<file path="src/shared/eeprom_sequence_loader_map.svh">
// Constants of the EEPROM sequence loader: codes and counts.
// Included by the loader only; definitions only.
`ifndef EEPROM_SEQUENCE_LOADER_MAP_SVH
`define EEPROM_SEQUENCE_LOADER_MAP_SVH
`define CODE_XFER_MAX 8'h7F
`define CODE_COND_BASE 8'hB0
`define CODE_COND_MAX 8'hBF
`define CODE_PAUSE 8'hFE
`define CODE_END 8'hFF
`define ARB_SCL_LIMIT 8'hFF
`define BUF_DEPTH 2'h2
`endif

</file>
<file path="src/shared/eeprom_sequence_loader_pkg.sv">
// Types shared by the EEPROM sequence loader and its bench.
// Uses none of the map header's constants; only the loader includes it.
package eeprom_sequence_loader_pkg;
  typedef enum logic [2:0] {
    S_IDLE = 3'h0,
    S_OP = 3'h1,
    S_ADDR_HI = 3'h3,
    S_ADDR_LO = 3'h2,
    S_DATA = 3'h6,
    S_SUM = 3'h7
  } seq_state_e;
  typedef enum logic [1:0] {
    A_IDLE = 2'h0,
    A_WAIT = 2'h1,
    A_OWN = 2'h3
  } arb_state_e;
  typedef enum logic [1:0] {
    K_OP = 2'h0,
    K_ADDR = 2'h1,
    K_DATA = 2'h2,
    K_SUM = 2'h3
  } byte_kind_e;
  typedef struct packed {
    byte_kind_e kind;
    logic [7:0] data;
  } out_word_s;
endpackage : eeprom_sequence_loader_pkg

</file>
<file path="src/logic/eeprom_sequence_loader.sv">
// EEPROM sequence loader: instruction walker with conditional
// processing on download, pause on upload, end of data, checksum and I2C bus arbitration.
// Assumes a byte engine that reads or writes the EEPROM, and that
// all inputs, SDA and SCL among them, are synchronous to mclk.
`timescale 1ns/1ps
`default_nettype none
`include "eeprom_sequence_loader_map.svh"
module eeprom_sequence_loader (
  input wire logic mclk,
  input wire logic reset_n,
  input wire logic [3:0] condition_id,
  input wire logic start,
  input wire logic upload,
  input wire logic in_valid,
  input wire logic [7:0] in_byte,
  output logic in_ready,
  output logic out_valid,
  output eeprom_sequence_loader_pkg::out_word_s out_word,
  input wire logic out_ready,
  output logic [15:0] ee_addr,
  output logic busy,
  output logic checksum_error,
  input wire logic scl_in,
  input wire logic sda_in,
  input wire logic sda_drive_high,
  input wire logic xfer_req,
  input wire logic xfer_done,
  output logic bus_grant,
  output logic arb_lost,
  output logic bus_busy
);
  import eeprom_sequence_loader_pkg::*;

  function automatic logic is_cond(input logic [7:0] b);
    return b >= `CODE_COND_BASE && b <= `CODE_COND_MAX;
  endfunction : is_cond

  function automatic logic [3:0] cond_value(input logic [7:0] b);
    logic [7:0] d;
    d = b - `CODE_COND_BASE;
    return d[3:0];
  endfunction : cond_value

  seq_state_e state, next_state;
  logic is_up, next_is_up;
  logic [15:0] map, next_map;
  logic [15:0] ptr, next_ptr;
  logic [7:0] sum, next_sum;
  logic [7:0] remain, next_remain;
  logic next_checksum_error;
  logic take, skip, emit_ok, sum_bad;
  logic bin_valid, bin_ready;
  out_word_s bin_word;

  assign take = in_valid && in_ready;
  assign sum_bad = in_byte != sum;
  // Skip when the ID is set, the map is not empty and lacks the ID
  assign skip = !is_up && condition_id != 4'h0 && map != 16'h0000
    && !map[condition_id];
  assign emit_ok = is_up || !skip;
  assign busy = state != S_IDLE;
  assign ee_addr = ptr;
  assign in_ready = bin_ready && state != S_IDLE
    && !(state == S_SUM && is_up);

  always_comb begin
    next_state = state;
    next_is_up = is_up;
    next_map = map;
    next_ptr = ptr;
    next_sum = sum;
    next_remain = remain;
    next_checksum_error = checksum_error;
    bin_valid = 1'b0;
    bin_word = '{kind: K_OP, data: in_byte};
    if (take && state != S_SUM) begin
      next_ptr = ptr + 16'h0001;
      next_sum = sum + in_byte;
    end
    case (state)
      S_IDLE: begin
        if (start) begin
          next_state = S_OP;
          next_is_up = upload;
          next_map = 16'h0000;
          next_sum = 8'h00;
          if (!upload) begin
            next_checksum_error = 1'b0;
          end
        end
      end
      S_OP: begin
        if (take) begin
          if (in_byte == `CODE_END) begin
            next_state = S_SUM;
            bin_valid = is_up;
          end else if (is_up && in_byte == `CODE_PAUSE) begin
            next_state = S_IDLE;
            next_ptr = ptr;
            next_sum = sum;
          end else if (!is_up && is_cond(in_byte)) begin
            bin_valid = 1'b1;
            if (cond_value(in_byte) == 4'h0) begin
              next_map = 16'h0000;
            end else begin
              next_map = map | (16'h0001 << cond_value(in_byte));
            end
          end else begin
            bin_valid = emit_ok;
            if (in_byte <= `CODE_XFER_MAX) begin
              next_state = S_ADDR_HI;
              next_remain = in_byte;
            end
          end
        end
      end
      S_ADDR_HI: begin
        bin_word.kind = K_ADDR;
        bin_valid = take && emit_ok;
        if (take) begin
          next_state = S_ADDR_LO;
        end
      end
      S_ADDR_LO: begin
        bin_word.kind = K_ADDR;
        bin_valid = take && emit_ok;
        if (take) begin
          next_state = S_DATA;
        end
      end
      S_DATA: begin
        // Skipped payload is still consumed to find the next code
        bin_word.kind = K_DATA;
        bin_valid = take && emit_ok;
        if (take) begin
          next_remain = remain - 8'h01;
          if (remain == 8'h00) begin
            next_state = S_OP;
          end
        end
      end
      S_SUM: begin
        if (is_up) begin
          bin_word = '{kind: K_SUM, data: sum};
          bin_valid = bin_ready;
          if (bin_ready) begin
            next_ptr = 16'h0000;
            next_state = S_IDLE;
          end
        end else if (take) begin
          next_ptr = 16'h0000;
          next_checksum_error = sum_bad;
          next_state = S_IDLE;
        end
      end
      default: begin
        next_state = S_IDLE;
      end
    endcase
  end

  always_ff @(posedge mclk) begin
    if (!reset_n) begin
      state <= S_IDLE;
      is_up <= 1'b0;
      map <= 16'h0000;
      ptr <= 16'h0000;
      sum <= 8'h00;
      remain <= 8'h00;
      checksum_error <= 1'b0;
    end else begin
      state <= next_state;
      is_up <= next_is_up;
      map <= next_map;
      ptr <= next_ptr;
      sum <= next_sum;
      remain <= next_remain;
      checksum_error <= next_checksum_error;
    end
  end

  // Two-entry buffer so a receiver stall loses no word
  out_word_s mem [0:1];
  out_word_s next_mem [0:1];
  logic wp, rp, next_wp, next_rp;
  logic [1:0] cnt, next_cnt;
  logic pop;

  assign bin_ready = cnt != `BUF_DEPTH;
  assign out_valid = cnt != 2'h0;
  assign out_word = mem[rp];
  assign pop = out_valid && out_ready;

  always_comb begin
    next_mem = mem;
    next_wp = wp;
    next_rp = rp;
    next_cnt = cnt;
    if (bin_valid) begin
      next_mem[wp] = bin_word;
      next_wp = !wp;
    end
    if (pop) begin
      next_rp = !rp;
    end
    if (bin_valid && !pop) begin
      next_cnt = cnt + 2'h1;
    end else if (pop && !bin_valid) begin
      next_cnt = cnt - 2'h1;
    end
  end

  always_ff @(posedge mclk) begin
    if (!reset_n) begin
      mem[0] <= '0;
      mem[1] <= '0;
      wp <= 1'b0;
      rp <= 1'b0;
      cnt <= 2'h0;
    end else begin
      mem <= next_mem;
      wp <= next_wp;
      rp <= next_rp;
      cnt <= next_cnt;
    end
  end

  // Bus arbitration; same logic serves a dedicated or shared bus
  arb_state_e arb, next_arb;
  logic scl_q, sda_q, force_try, next_force_try, next_bus_busy;
  logic [7:0] timer, next_timer;
  logic start_seen, stop_seen, scl_rise, clash;

  assign start_seen = scl_in && scl_q && sda_q && !sda_in;
  assign stop_seen = scl_in && scl_q && !sda_q && sda_in;
  assign scl_rise = scl_in && !scl_q;
  assign clash = arb == A_OWN && sda_drive_high && scl_in && !sda_in;
  assign bus_grant = arb == A_OWN;

  always_comb begin
    next_arb = arb;
    next_timer = timer;
    next_force_try = force_try;
    next_bus_busy = bus_busy;
    arb_lost = 1'b0;
    if (start_seen) begin
      next_bus_busy = 1'b1;
    end else if (stop_seen) begin
      next_bus_busy = 1'b0;
    end
    case (arb)
      A_IDLE: begin
        if (xfer_req) begin
          next_force_try = 1'b0;
          if ((bus_busy && !force_try) || !scl_in) begin
            next_arb = A_WAIT;
            next_timer = 8'h00;
          end else begin
            next_arb = A_OWN;
          end
        end
      end
      A_WAIT: begin
        if (stop_seen) begin
          next_arb = A_IDLE;
        end else if (scl_rise) begin
          next_timer = timer + 8'h01;
          if (timer == `ARB_SCL_LIMIT - 8'h01) begin
            next_arb = A_IDLE;
            next_force_try = 1'b1;
          end
        end
      end
      A_OWN: begin
        if (clash) begin
          arb_lost = 1'b1;
          next_arb = A_WAIT;
          next_timer = 8'h00;
        end else if (xfer_done) begin
          next_arb = A_IDLE;
        end
      end
      default: begin
        next_arb = A_IDLE;
      end
    endcase
  end

  always_ff @(posedge mclk) begin
    if (!reset_n) begin
      arb <= A_IDLE;
      timer <= 8'h00;
      force_try <= 1'b0;
      bus_busy <= 1'b0;
      scl_q <= 1'b1;
      sda_q <= 1'b1;
    end else begin
      arb <= next_arb;
      timer <= next_timer;
      force_try <= next_force_try;
      bus_busy <= next_bus_busy;
      scl_q <= scl_in;
      sda_q <= sda_in;
    end
  end
endmodule : eeprom_sequence_loader
`default_nettype wire

</file>
<file path="config.mk">
export PLATFORM = sky130hd
export DESIGN_NAME = eeprom_sequence_loader
export DESIGN_NICKNAME = d
export VERILOG_FILES = /design/src/shared/eeprom_sequence_loader_pkg.sv /design/src/logic/eeprom_sequence_loader.sv
export VERILOG_INCLUDE_DIRS = /design/src /design/src/shared
export SDC_FILE = /design/constraint.sdc
export NUM_CORES = 1
export LEC_CHECK = 0
export BUFFER_PORTS_ARGS = -buffer_cell sky130_fd_sc_hd__buf_4
export CORE_ASPECT_RATIO = 1.4
export CORE_UTILIZATION = 54
export CTS_CLUSTER_SIZE = 20
export DETAILED_ROUTE_END_ITERATION = 10
export PLACE_DENSITY_LB_ADDON = 0.12
export SLEW_MARGIN = 10
export SYNTH_ARGS = -nofsm -noshare
export SYNTH_HDL_FRONTEND = slang
export SYNTH_SLANG_ARGS = --single-unit
</file>
<file path="constraint.sdc">
create_clock -name mclk -period 2.8 [get_ports mclk]
set_input_delay 0.7 -clock mclk [delete_from_list [all_inputs] [get_ports mclk]]
set_output_delay 0.7 -clock mclk [all_outputs]
set_load 0.1 [all_outputs]
</file>
-- Word level (Yosys, flattened, before mapping)
Cells that the tools add are included.
- $add $sub $neg: 7
- $mul: 0
- div/mod/pow operators: 0
- $lt $le $gt $ge: 7
- eq/ne operators: 41
- shifts and indexed selects: 1
- mux-type cells: 89
- bitwise gates (word level): 3
- reductions and logical operators: 66
- operator list (cell ; number):
    $mux W16 ; 13
    $mux W8 ; 17
    $pmux W16 S2 ; 2
    $mux W10 ; 5
    $ne A2 B2 Y1 const B ; 20
    $mux W3 ; 13
    $pmux W8 S2 ; 2
    $logic_and A1 B1 Y1 ; 26
    $eq A8 B8 Y1 const B ; 3
    $pmux W8 S3 ; 1
    $bwmux W20 ; 1
    $mux W1 ; 18
    $mux W2 ; 9
    $pmux W3 S6 ; 1
    $add A16 B1 Y16 const B ; 1
    $or A16 B16 Y16 ; 1
    $reduce_bool A16 Y1 ; 1
    $shl A1 B4 Y16 const A ; 1
    $ne A3 B3 Y1 const B ; 5
    $reduce_bool A2 Y1 ; 7
    $logic_not A1 Y1 ; 13
    $ne A4 B4 Y1 const B ; 3
    $pmux W2 S3 ; 2
    $reduce_and A6 Y1 ; 2
    39 further kinds ; 47
- register bits: 91
- bits in latches: 0
- RAM bits: 0
- bits in read-only memories: 0
- input bits: 23
- output and inout port bits: 33
- logic and storage cells: 234
- memories kept: 0

-- Longest topological paths before layout
Gate-level depths: netlist (run 1).
- depth in word-level cells: 15
- mapped depth: 11
- depth with buffers taken out: 9

-- Worst setup path after synthesis (run 1)
No wires, ideal clock.
- kind: register to output
- start point: register arb[0]
- end point: output port arb_lost
- arrival time: 3.535 ns
- required time: 2.100 ns
- path slack: -1.435 ns
- cell stages (with the launch flop): 3
- buffers on the path: 0
- cell sequence: dfxtp_1 > ha_1 > nor3b_1
- word-level cells in the longest chain between the ends: 6
- RTL lines (what ; RTL line ; RTL):
    start: declaration ; eeprom_sequence_loader.sv:229 ; arb_state_e arb, next_arb;
    start signal: assignment ; eeprom_sequence_loader.sv:298 ; arb <= next_arb;
    $eq A2 B2 Y1 (*) ; -- ;
    net bus_grant ; eeprom_sequence_loader.sv:28 ; output logic bus_grant,
    $logic_and A1 B1 Y1 (3 in a row) ; eeprom_sequence_loader.sv:237 ; assign clash = arb == A_OWN && sda_drive_high && scl_in && !sda_in;
    $mux W1 ; eeprom_sequence_loader.sv:275 ; if (clash) begin
    $mux W1 (*) ; eeprom_sequence_loader.sv:251 ; case (arb)
    end: declaration ; eeprom_sequence_loader.sv:29 ; output logic arb_lost,
Mark *: on every way through the listed nets, which the timed path passes. The rest lies on a longest branch.

-- Final worst setup path (run 1)
- start point: input port in_byte[3]
- end point: register sum[7]
- word-level cells in the longest chain between the ends: 6
- elaborated cells on any way between the ends: 11
- those cells by class: add/sub (1); eq/ne (3); mux (6); reduce/logical (1)
- RTL lines (what ; RTL line ; RTL):
    start: declaration ; eeprom_sequence_loader.sv:15 ; input wire logic [7:0] in_byte,
    $add A8 B8 Y8 ; eeprom_sequence_loader.sv:78 ; next_sum = sum + in_byte;
    $mux W8 ; eeprom_sequence_loader.sv:76 ; if (take && state != S_SUM) begin
    $mux W8 ; eeprom_sequence_loader.sv:97 ; end else if (is_up && in_byte == `CODE_PAUSE) begin
    $mux W8 ; eeprom_sequence_loader.sv:94 ; if (in_byte == `CODE_END) begin
    $mux W8 ; eeprom_sequence_loader.sv:93 ; if (take) begin
    $pmux W8 S2 ; eeprom_sequence_loader.sv:80 ; case (state)
    end signal: assignment ; eeprom_sequence_loader.sv:176 ; sum <= next_sum;
    end: declaration ; eeprom_sequence_loader.sv:48 ; logic [7:0] sum, next_sum;
Parallel ways exist; a longest one is shown, timed or not. The select of a mux whose other input is x is not followed.
A chain may end at the register's enable or synchronous reset.

==> out/qor.txt, run 1 <==
Syn. warnings -> 0
Crit path launch -> in_byte[3]
GPL Wtd Cong -> 0.9202
Final Non-Filler Cells -> 806
Min-Delay Endpoint -> mem[8]$_SDFFE_PN0P_
Reg-to-Reg Start -> cnt[0]$_SDFFE_PN0P_
Synth async-reset ratio -> 0%
Global routing usage on met2 -> 50.20%
# port buffers -> 55
Overall routing resource usage -> 29.49%
Finish-stage setup viols -> 0
IO Pins -> 56
Startpoint Class -> input port
Longest Clk Path Bufs -> 2
Main synth FF type -> dfxtp_1
Fin. Hold Viols -> 0
Final nets -> 733
R2r setup slk -> 0.32 ns
Global-route wire length before repair -> 23760 µm
Initial antenna violation count -> 0
Slew headroom -> 55.39%
Per-cell routed wire length -> 17.75 µm
# DRC -> 0
CP max stage cell -> o41ai_1
H-tree Lvls -> 3
Detailed-route vias per instance -> 6.392
Max IR drop VDD -> 0.0004608 V
Clk_lat worst skew -> 0.35 ns
Met3 Use GR -> 3.352%
Tmin final -> 2.566 ns
First-pass DRT Iterations -> 8
Vias in the first global route -> 4951
Critical Path RT -> 3.03 ns
Via count -> 5152
CP Capture Type -> flip-flop
Site Rows -> 42
R2R depth -> 6
Critical Path Most Common Cell -> buf_4
Cts bufs inserted -> 9
Synth cell types -> 65
Cells resized by post-CTS repair -> 0
Number of synthesized register bits -> 91
CTS Hold Bufs -> 0
Power per cell area -> 839.1 mW/mm²
Part of the Yosys area used for sequential elements -> 34.87%
GRT Max-Usage Layer -> met2
Status -> finished clean
CP arrival -> 2.80 ns
Core area -> 0.009407 mm²
Post-CTS repair timing setup buffer count -> 0
Final Max Slew Viols -> 0
CP peak stage delay -> 0.49 ns
Largest net degree at the start of global routing -> 38
Clk root buf -> clkbuf_16
Clock Pin Slew Worst Setup and Hold Paths -> 0.06 ns
GRT overflow -> 0
Ratio of cells with drive above 1 in the final layout -> 20.69%
Tcrit/Tclk final -> 91.65%
Placed cell count -> 791
Leak pwr -> 2.577 nW
Unrepaired setup endpoints after global routing -> false
Fmax achieved -> 389.7 MHz
Transition time at the pin with the least slew margin -> 0.6662 ns
Multi-input gate area -> 0.003216 mm²
Mean post-synth cell area -> 8.480 µm²
Ant diodes -> 0
Hold Path Stages -> 1
Critical path peak fanout -> 10
P&R area growth vs syn -> 19.54%
DIE AREA -> 0.01008 mm²
Register area -> 0.001822 mm²
Synth Net Count -> 657
Clock sink count -> 91
Starting DRT DRC Count -> 460
Final WL -> 14310 µm
Hold WS -> 0.4882 ns
Number of synthesized flops with an enable pin -> 0
Die Y -> 118.4 µm
Final ANT Viol Nets -> 0
Worst reg2reg path endpoint -> map[5]$_SDFFE_PN0P_
Met1 Use GR -> 36.46%
CP cell instances -> buf_4, buf_4, ha_1, nand3_1, o211ai_1, o41ai_1, mux2i_1, nor4_1, a311o_1
CTS tree -> yes
Max Cap Violations -> 0
Starting Density -> 55.53%
Post-synthesis cell area -> 0.005224 mm²
Crit Path Category -> in -> reg
Gate count of the mapped netlist -> 616
DP HPWL -> 10490 µm
Fill count -> 800
Total power -> 0.005240 W
Clock Skew -> 0.004472 ns
Die width -> 85.13 µm
Hold WC Path Type -> reg -> reg
HP Start -> mem[8]$_SDFFE_PN0P_
==> report_power, final <==
part	total, W	internal [W]	leakage, nW	switching (W)
registers	0.00164	0.00146	0.737	0.000179
clock network	0.00111	0.000621	0.126	0.000493
logic	0.00249	0.000872	1.71	0.00162
==> metrics by stage <==
stage	setup slack [ns]	util (%)	cell area, µm²	TNS, ns
after detailed placement	-0.08197	63.54	5977	-0.1006
after global routing	0.08086	66.39	6245	0
final	0.2338	66.39	6245	0
after floorplan	0.02466	-	5238	0
after global placement	-0.03370	63.54	5977	-0.03370
after CTS	0.2401	66.33	6240	0
==> synthesized netlist by cell type, types with 2 or more instances <==
library cell  count  area share (%)
nor4b_1           3            0.50
and2_1            8            0.96
xor2_1            6             1.0
buf_2             5            0.48
o31ai_1          21             3.0
a2111oi_4         2             1.1
o21ai_1           2            0.19
o211ai_1          5            0.72
mux2_2           14             3.0
xnor2_1          11             1.8
a21o_1            7             1.0
or2_2             2            0.24
clkbuf_1         25             1.8
nand2b_1         10             1.2
nand2_1          37             2.7
nor3b_1           5            0.72
o21a_1            5            0.72
mux4_2            2            0.86
ha_1             17             4.1
a211o_1           2            0.34
nand3_1          16             1.5
a211oi_1          4            0.57
and3_1            8            0.96
dfxtp_1          91              35
nor2_1           58             4.2
o221a_2           5             1.1
o41ai_1           2            0.34
a311oi_1          7             1.2
inv_1            19             1.4
nand3b_1          3            0.43
and4_1            7             1.2
nor2b_1           4            0.48
nor4_1           16             1.9
buf_1             2            0.14
or3_1             7            0.84
o21ai_0          23             2.2
a21oi_1          54             5.2
nand4_1          16             1.9
nor3_1           17             1.6
a31oi_1          16             1.9
a21boi_0          2            0.29
mux2i_1          24             4.6
or4_1             4            0.57
==> registers in the layout (all words and copies together), names as in the netlist <==
register and count:
arb 2, bus_busy 1, checksum_error 1, cnt 2, ee_addr 16, force_try 1
is_up 1, map 16, mem 20, remain 8, rp 1, scl_q 1
sda_q 1, state 3, sum 8, timer 8, wp 1
==> cell type report <==
class	instances	share of cell area, %
clock inverter	2	0.2004
tap	110	2.204
multi-input combinational	473	51.49
timing repair buffer	98	11.78
sequential	91	29.17
inverter	19	1.142
clock buffer	13	4.007
==> cells in the final DEF, fill, tap and decap left out, types with 8 or more instances in the layout <==
cell type	netlist	final
inv_1	19	19
o21ai_0	23	23
nor3_1	17	17
mux2i_1	24	24
o31ai_1	21	21
and2_1	8	8
nand2b_1	10	10
ha_1	17	16
clkbuf_16	0	9
dfxtp_1	91	91
nand4_1	16	16
nand3_1	16	16
nand2_1	37	37
a21oi_1	54	54
buf_4	1	98
nor4_1	16	16
and3_1	8	8
xnor2_1	11	11
a31oi_1	16	16
mux2_2	14	14
nor2_1	58	58
==> cell families after synthesis <==
kind of cell / share of synthesized area [%]
XOR/XNOR: 2.850
adder cells (fa/ha/maj): 4.455
AO/OA/AOI/OAI: 22.56
buffers and inverters: 3.928
AND/OR/NAND/NOR: 22.85
multiplexers: 8.479
flip-flops: 34.87
==> how the worst max path moves through the flow <==
stage | endpoint | depth (start not counted)
after floorplan | cnt[1]$_SDFFE_PN0P_ | 10
after CTS | mem[19]$_SDFFE_PN0P_ | 6
after global placement | sum[7]$_SDFFE_PN0P_ | 9
after global routing | sum[7]$_SDFFE_PN0P_ | 9
final | sum[7]$_SDFFE_PN0P_ | 9
after detailed placement | sum[7]$_SDFFE_PN0P_ | 9
==> critical path: cells and delay by family <==
kind / cells / cell delay [ns]
compound gates: 3 / 0.95
fa+ha+maj: 1 / 0.38
mux: 1 / 0.30
buf+inv: 2 / 0.29
simple gates: 2 / 0.18
==> metal layers <==
metal,part of all wire (%),wire length [µm],up-vias
met5,0,0,-
li1,-,-,2476
met3,5.0,711,31
met4,3.2,465,0
met1,42,6004,2459
met2,50,7128,186
No activity file was read; power rests on OpenSTA's default activity.
==> inputs of run 2 (changes only) <==
--- a/config.mk
+++ b/config.mk
@@ -12,6 +12,7 @@
 export CTS_CLUSTER_SIZE = 20
 export DETAILED_ROUTE_END_ITERATION = 10
 export PLACE_DENSITY_LB_ADDON = 0.12
+export REMOVE_ABC_BUFFERS = 1
 export SLEW_MARGIN = 10
 export SYNTH_ARGS = -nofsm -noshare
 export SYNTH_HDL_FRONTEND = slang
==> run 2 against run 1 <==
Against the previous run: global-route usage fell by 0.62 points; routed wire length fell by 1.5%; hold slack got worse by 0.017 ns; cell count fell by 0.50%; critical path depth fell by 6; clock power rose by 9.9%.
==> out/qor.txt, run 2 (same netlist as run 1, synthesis figures left out) <==
Crit Path Category -> reg -> out
Biggest register -> mem
Clk_lat worst skew -> 0.34 ns (about the same)
P&R area growth vs syn -> 19.23%
Core area -> 0.009407 mm² (unchanged)
Ant diodes -> 0 (unchanged)
Initial antenna violation count -> 0 (unchanged)
Clock Skew -> 0.004339 ns (-0.0001338 ns)
Largest net degree at the start of global routing -> 38 (unchanged)
Fmax achieved -> 384.9 MHz (-1.2%)
Finish-stage setup viols -> 0 (unchanged)
Final Max Slew Viols -> 0 (unchanged)
Tmin final -> 2.598 ns (+0.03159 ns)
Post-CTS repair timing setup buffer count -> 0 (unchanged)
Util after Layout -> 66.21% (-0.17 points)
Clk root buf -> clkbuf_16
Per-cell routed wire length -> 17.58 µm (-0.98%)
CP arrival -> 1.90 ns (-0.90 ns)
Max Cap Violations -> 0 (unchanged)
Commonest cells after routing, fill and taps aside -> 93 x buf_4, 90 x dfxtp_1, 58 x nor2_1
Register area -> 0.001823 mm² (about the same)
First-pass DRT Iterations -> 6 (-2)
Die Y -> 118.4 µm (unchanged)
# DRC -> 0 (unchanged)
GPL Wtd Cong -> 0.9516 (+3.4%)
Starting DRT DRC Count -> 355 (-23%)
Fin. Hold Viols -> 0 (unchanged)
Global-route wire length before repair -> 23470 µm (-1.2%)
Ratio of cells with drive above 1 in the final layout -> 20.23% (-0.46 points)
Final ANT Viol Nets -> 0 (unchanged)
Detailed-route vias per instance -> 6.372 (-0.32%)
Max IR drop VDD -> 0.0003990 V (-13%)
Vias in the first global route -> 4926 (-0.50%)
IO Pins -> 56 (unchanged)
Site Rows -> 42 (unchanged)
Final WL -> 14100 µm (-1.5%)
Starting Density -> 55.53% (unchanged)
Clock Pin Slew Worst Setup and Hold Paths -> 0.07 ns (about the same)
Startpoint Class -> flip-flop
Cts bufs inserted -> 9 (unchanged)
Power per cell area -> 851.0 mW/mm² (+1.4%)
DP HPWL -> 10360 µm (-1.2%)
GRT overflow -> 0 (unchanged)
CTS Hold Bufs -> 0 (unchanged)
Status -> finished clean
Final nets -> 728 (-0.68%)
Multi-input gate area -> 0.003202 mm² (-0.43%)
CTS tree -> yes
Most common cell after layout, fill and taps aside -> buf_4
Transition time at the pin with the least slew margin -> 0.6606 ns (-0.005559 ns)
Hold WC Path Type -> reg -> reg
Unrepaired setup endpoints after global routing -> false
Slew headroom -> 55.77% (+0.37 points)
Tcrit/Tclk final -> 92.78% (+1.1 points)
Fill count -> 808 (+1.0%)
H-tree Lvls -> 3 (unchanged)
Largest register FFs -> 20 (unchanged)
Finished Cell Area -> 0.006228 mm² (-0.26%)
Critical Path RT -> 2.10 ns (-0.93 ns)
Via count -> 5110 (-0.82%)
Dpl cell area -> 0.005926 mm² (-0.86%)
Overall routing resource usage -> 28.87% (-0.62 points)
# port buffers -> 55 (unchanged)
DIE AREA -> 0.01008 mm² (unchanged)
Leak pwr -> 2.558 nW (-0.72%)
Die width -> 85.13 µm (unchanged)
R2r setup slk -> 0.23 ns (-0.09 ns)
CP Capture Type -> output port
Clock sink count -> 91 (unchanged)
Longest Clk Path Bufs -> 2 (unchanged)
Critical path peak fanout -> 16 (+6)
[run 2: critical path, stage by stage, from the launching register on]
cell     delay [ns]
dfxtp_1        0.64
nand4_1        0.35
and3_1         0.33
buf_4          0.24
[run 2: power by group]
part / switching (W) / internal [W]
Clock: 0.000505 / 0.000716
Combinational: 0.00155 / 0.000835
Sequential: 0.000231 / 0.00146
[run 2: worst paths after layout]
| check | startpoint | to | depth (start not counted) |
|---|---|---|---|
| hold reg to reg | remain[5]$_SDFFE_PN0P_ | remain[5]$_SDFFE_PN0P_ | 2 |
| hold / removal | remain[5]$_SDFFE_PN0P_ | remain[5]$_SDFFE_PN0P_ | 2 |
| setup / recovery | state[2]$_SDFFE_PN0P_ | in_ready | 3 |
| setup reg to reg | state[2]$_SDFFE_PN0P_ | cnt[1]$_SDFFE_PN0P_ | 8 |
[run 2: repair_timing]
action,in CTS,in global routing
gates resized for setup,0,1
endpoints found under the hold margin,0,0
setup endpoints to repair,0,1
[run 2: area by class of cell]
cell class / instances / share of cell area (%)
multi-input cells: 473 / 51.41
flip-flops and latches: 91 / 29.27
repair buffers: 93 / 11.21
clock buffers: 12 / 3.957
well taps: 110 / 2.210
inverters: 19 / 1.145
clock inverters: 4 / 0.8035
[run 2: routing by layer]
layer	wire, µm	GRT usage [%]	vias up
met5	0	0	-
met4	449	12.71	0
met3	775	4.190	34
met2	7045	49.95	186
met1	5825	35.11	2438
li1	-	-	2452
[run 2: metrics by stage]
stage	setup TNS, ns	hold slack, ns	total power, W	std cells	setup WS [ns]
after CTS	0	0.4742	0.005281	802	0.2132
final	0	0.4713	0.005301	802	0.2023
after detailed placement	-0.03367	0.4653	0.004065	786	-0.01543
after global routing	0	0.4999	0.005584	802	0.06849
after global placement	-0.006953	0.4579	0.004020	786	-0.006953
after floorplan	-4.643	0.4493	0.003377	583	-1.435
==> inputs of run 3 (changes only) <==
--- a/config.mk
+++ b/config.mk
@@ -8,9 +8,10 @@
 export LEC_CHECK = 0
 export BUFFER_PORTS_ARGS = -buffer_cell sky130_fd_sc_hd__buf_4
 export CORE_ASPECT_RATIO = 1.4
-export CORE_UTILIZATION = 54
+export CORE_UTILIZATION = 50
 export CTS_CLUSTER_SIZE = 20
 export DETAILED_ROUTE_END_ITERATION = 10
+export GPL_ROUTABILITY_DRIVEN = 0
 export PLACE_DENSITY_LB_ADDON = 0.12
 export REMOVE_ABC_BUFFERS = 1
 export SLEW_MARGIN = 10
==> run 3 against run 2 <==
Against the previous run: die area up 7.8%; non-clock buffer count up 8; total power down 0.58%; cell count up 4.1%; final area up 1.2%; global-route usage down 1.5 points; critical path type is now in -> reg; setup slack worse by 0.064 ns.
==> out/qor.txt, run 3 (same netlist as run 1, synthesis figures left out) <==
Final nets -> 736 (+1.1%)
Crit Path Category -> in -> reg
# DRC -> 0 (unchanged)
Fmax achieved -> 375.7 MHz (-2.4%)
# port buffers -> 55 (unchanged)
Most common cell after layout, fill and taps aside -> buf_4
Status -> finished clean
Tmin final -> 2.662 ns (+0.06375 ns)
CP peak stage delay -> 0.46 ns (-0.18 ns)
Ant diodes -> 0 (unchanged)
H-tree Lvls -> 3 (unchanged)
First-pass DRT Iterations -> 5 (-1)
Startpoint Class -> input port
Starting DRT DRC Count -> 338 (-4.8%)
Clk_lat worst skew -> 0.34 ns (about the same)
Clock sink count -> 91 (unchanged)
Final WL -> 14330 µm (+1.7%)
Commonest cells after routing, fill and taps aside -> 101 x buf_4, 91 x dfxtp_1, 58 x nor2_1
Critical Path RT -> 3.03 ns (+0.93 ns)
Transition time at the pin with the least slew margin -> 0.6827 ns (+0.02210 ns)
Hold Path Stages -> 2 (unchanged)
Cells resized by post-CTS repair -> 0 (unchanged)
Hold WC Path Type -> reg -> reg
CP max stage cell -> o41ai_1
Die Y -> 122.9 µm (+3.9%)
DIE AREA -> 0.01087 mm² (+7.8%)
Unrepaired setup endpoints after global routing -> false
Final Non-Filler Cells -> 835 (+4.1%)
WP buf/inv -> 3 (+2)
Max IR drop VDD -> 0.0005631 V (+41%)
Dpl cell area -> 0.006017 mm² (+1.5%)
CP top delay family -> compound AO/OA/AOI/OAI gates
Core area -> 0.01001 mm² (+6.4%)
Fill count -> 959 (+19%)
Power per cell area -> 836.2 mW/mm² (-1.7%)
Overall routing resource usage -> 27.41% (-1.5 points)
CP Capture Type -> flip-flop
Cts bufs inserted -> 9 (unchanged)
Vias in the first global route -> 4893 (-0.67%)
Max Cap Violations -> 0 (unchanged)
Clock Power Share -> 21.4% (-1.6 points)
P_sw -> 0.002310 W (+0.88%)
Largest register FFs -> 20 (unchanged)
Internal power -> 0.002960 W (-1.7%)
CP arrival -> 2.89 ns (+0.99 ns)
Setup WS pre-CTS -> -0.1704 ns (-0.1550 ns)
Global-route wire length before repair -> 23140 µm (-1.4%)
Tcrit/Tclk final -> 95.05% (+2.3 points)
Clk root buf -> clkbuf_16
Finished Cell Area -> 0.006302 mm² (+1.2%)
Final ANT Viol Nets -> 0 (unchanged)
R2R depth -> 6 (-2)
Stages on worst setup path -> 10 (+7)
Placed cell count -> 819 (+4.2%)
DP HPWL -> 10740 µm (+3.6%)
Fin. Hold Viols -> 0 (unchanged)
P&R area growth vs syn -> 20.65%
Critical path peak fanout -> 6 (-10)
Longest Clk Path Bufs -> 2 (unchanged)
Clock Skew -> 0.005636 ns (+0.001297 ns)
Finish-stage setup viols -> 0 (unchanged)
Total negative slack -> 0 ns (unchanged)
Clock Pin Slew Worst Setup and Hold Paths -> 0.06 ns (about the same)
IO Pins -> 56 (unchanged)
Via count -> 5102 (-0.16%)
Ratio of cells with drive above 1 in the final layout -> 21.29% (+1.1 points)
Largest net degree at the start of global routing -> 38 (unchanged)
Final worst slack -> 0.1385 ns (-0.06375 ns)
Final Max Slew Viols -> 0 (unchanged)
Seq pwr share -> 31.4% (-0.5 points)
Comb power frac -> 47.1% (+2.0 points)
Site Rows -> 43 (+2.4%)
Critical Path Most Common Cell -> buf_4
CTS Hold Bufs -> 0 (unchanged)
Sw frac -> 43.83% (+0.63 points)
CP cell instances -> buf_4, buf_4, ha_1, nand3_1, o211ai_1, o41ai_1, buf_4, mux2i_1, nor4_1, a311o_1
Die width -> 88.39 µm (+3.8%)
Initial antenna violation count -> 0 (unchanged)
GRT overflow -> 0 (unchanged)
Slew headroom -> 54.44% (-1.3 points)
Biggest register -> mem
Detailed-route vias per instance -> 6.110 (-4.1%)
Leak pwr -> 2.590 nW (+1.2%)
Per-cell routed wire length -> 17.17 µm (-2.3%)
CTS tree -> yes
Post-CTS repair timing setup buffer count -> 0 (unchanged)
Starting Density -> 52.20% (-3.3 points)
==> run 3: changes by cell type in the layout (fill, tap and decap cells not counted) <==
cell,previous run,this run
buf_4,93,101
bufinv_16,1,0
clkbuf_1,2,0
clkinv_2,1,2
clkinv_4,0,1
clkinvlp_4,2,3
dfxtp_1,90,91
dfxtp_2,1,0
==> run 3: cell type report <==
type                       count  area, µm²  share of cell area, %
multi-input combinational    473       3202                  50.80
sequential                    91       1822                  28.91
timing repair buffer         101      758.2                  12.03
clock buffer                  10      239.0                  3.792
tap                          135      168.9                  2.680
inverter                      19      71.32                  1.132
clock inverter                 6      41.29                 0.6552
==> run 3: path summary, 6_finish.rpt <==
kind	end	slack, ns	start
max reg2reg	map[5]$_SDFFE_PN0P_	0.23	is_up$_SDFFE_PN0P_
max	sum[7]$_SDFFE_PN0P_	0.14	in_byte[4]
min reg2reg	bus_busy$_SDFFE_PN0P_	0.49	bus_busy$_SDFFE_PN0P_
min	bus_busy$_SDFFE_PN0P_	0.49	bus_busy$_SDFFE_PN0P_
==> run 3: per-layer routing <==
metal	part of all wire, %	global-route usage [%]	up-vias
met1	40	31.15	2436
met3	5.8	5.340	31
met4	3.3	12.00	0
met2	51	48.99	165
met5	0	0	-
li1	-	-	2470
==> run 3: through the flow <==
step / total power, W / utilization, % / hold WS [ns]
after floorplan: 0.003377 / - / 0.4493
after global placement: 0.004084 / 60.13 / 0.4634
after detailed placement: 0.004138 / 60.13 / 0.4800
after CTS: 0.005277 / 62.93 / 0.4948
after global routing: 0.005564 / 62.98 / 0.5191
final: 0.005270 / 62.98 / 0.4911
==> run 3: worst min-delay path, stage by stage, from the launching register on <==
cell	delay, ns
dfxtp_1	0.32
o21ai_0	0.07
a21oi_1	0.06
==> run 3: power groups by stage <==
stage / Combinational, W / Clock, W / Sequential, W
after floorplan: 0.00167 / 0 / 0.00171
after global placement: 0.00241 / 0 / 0.00167
after detailed placement: 0.00246 / 0 / 0.00168
after CTS: 0.00247 / 0.00115 / 0.00165
after global routing: 0.00268 / 0.00121 / 0.00168
final: 0.00248 / 0.00113 / 0.00166
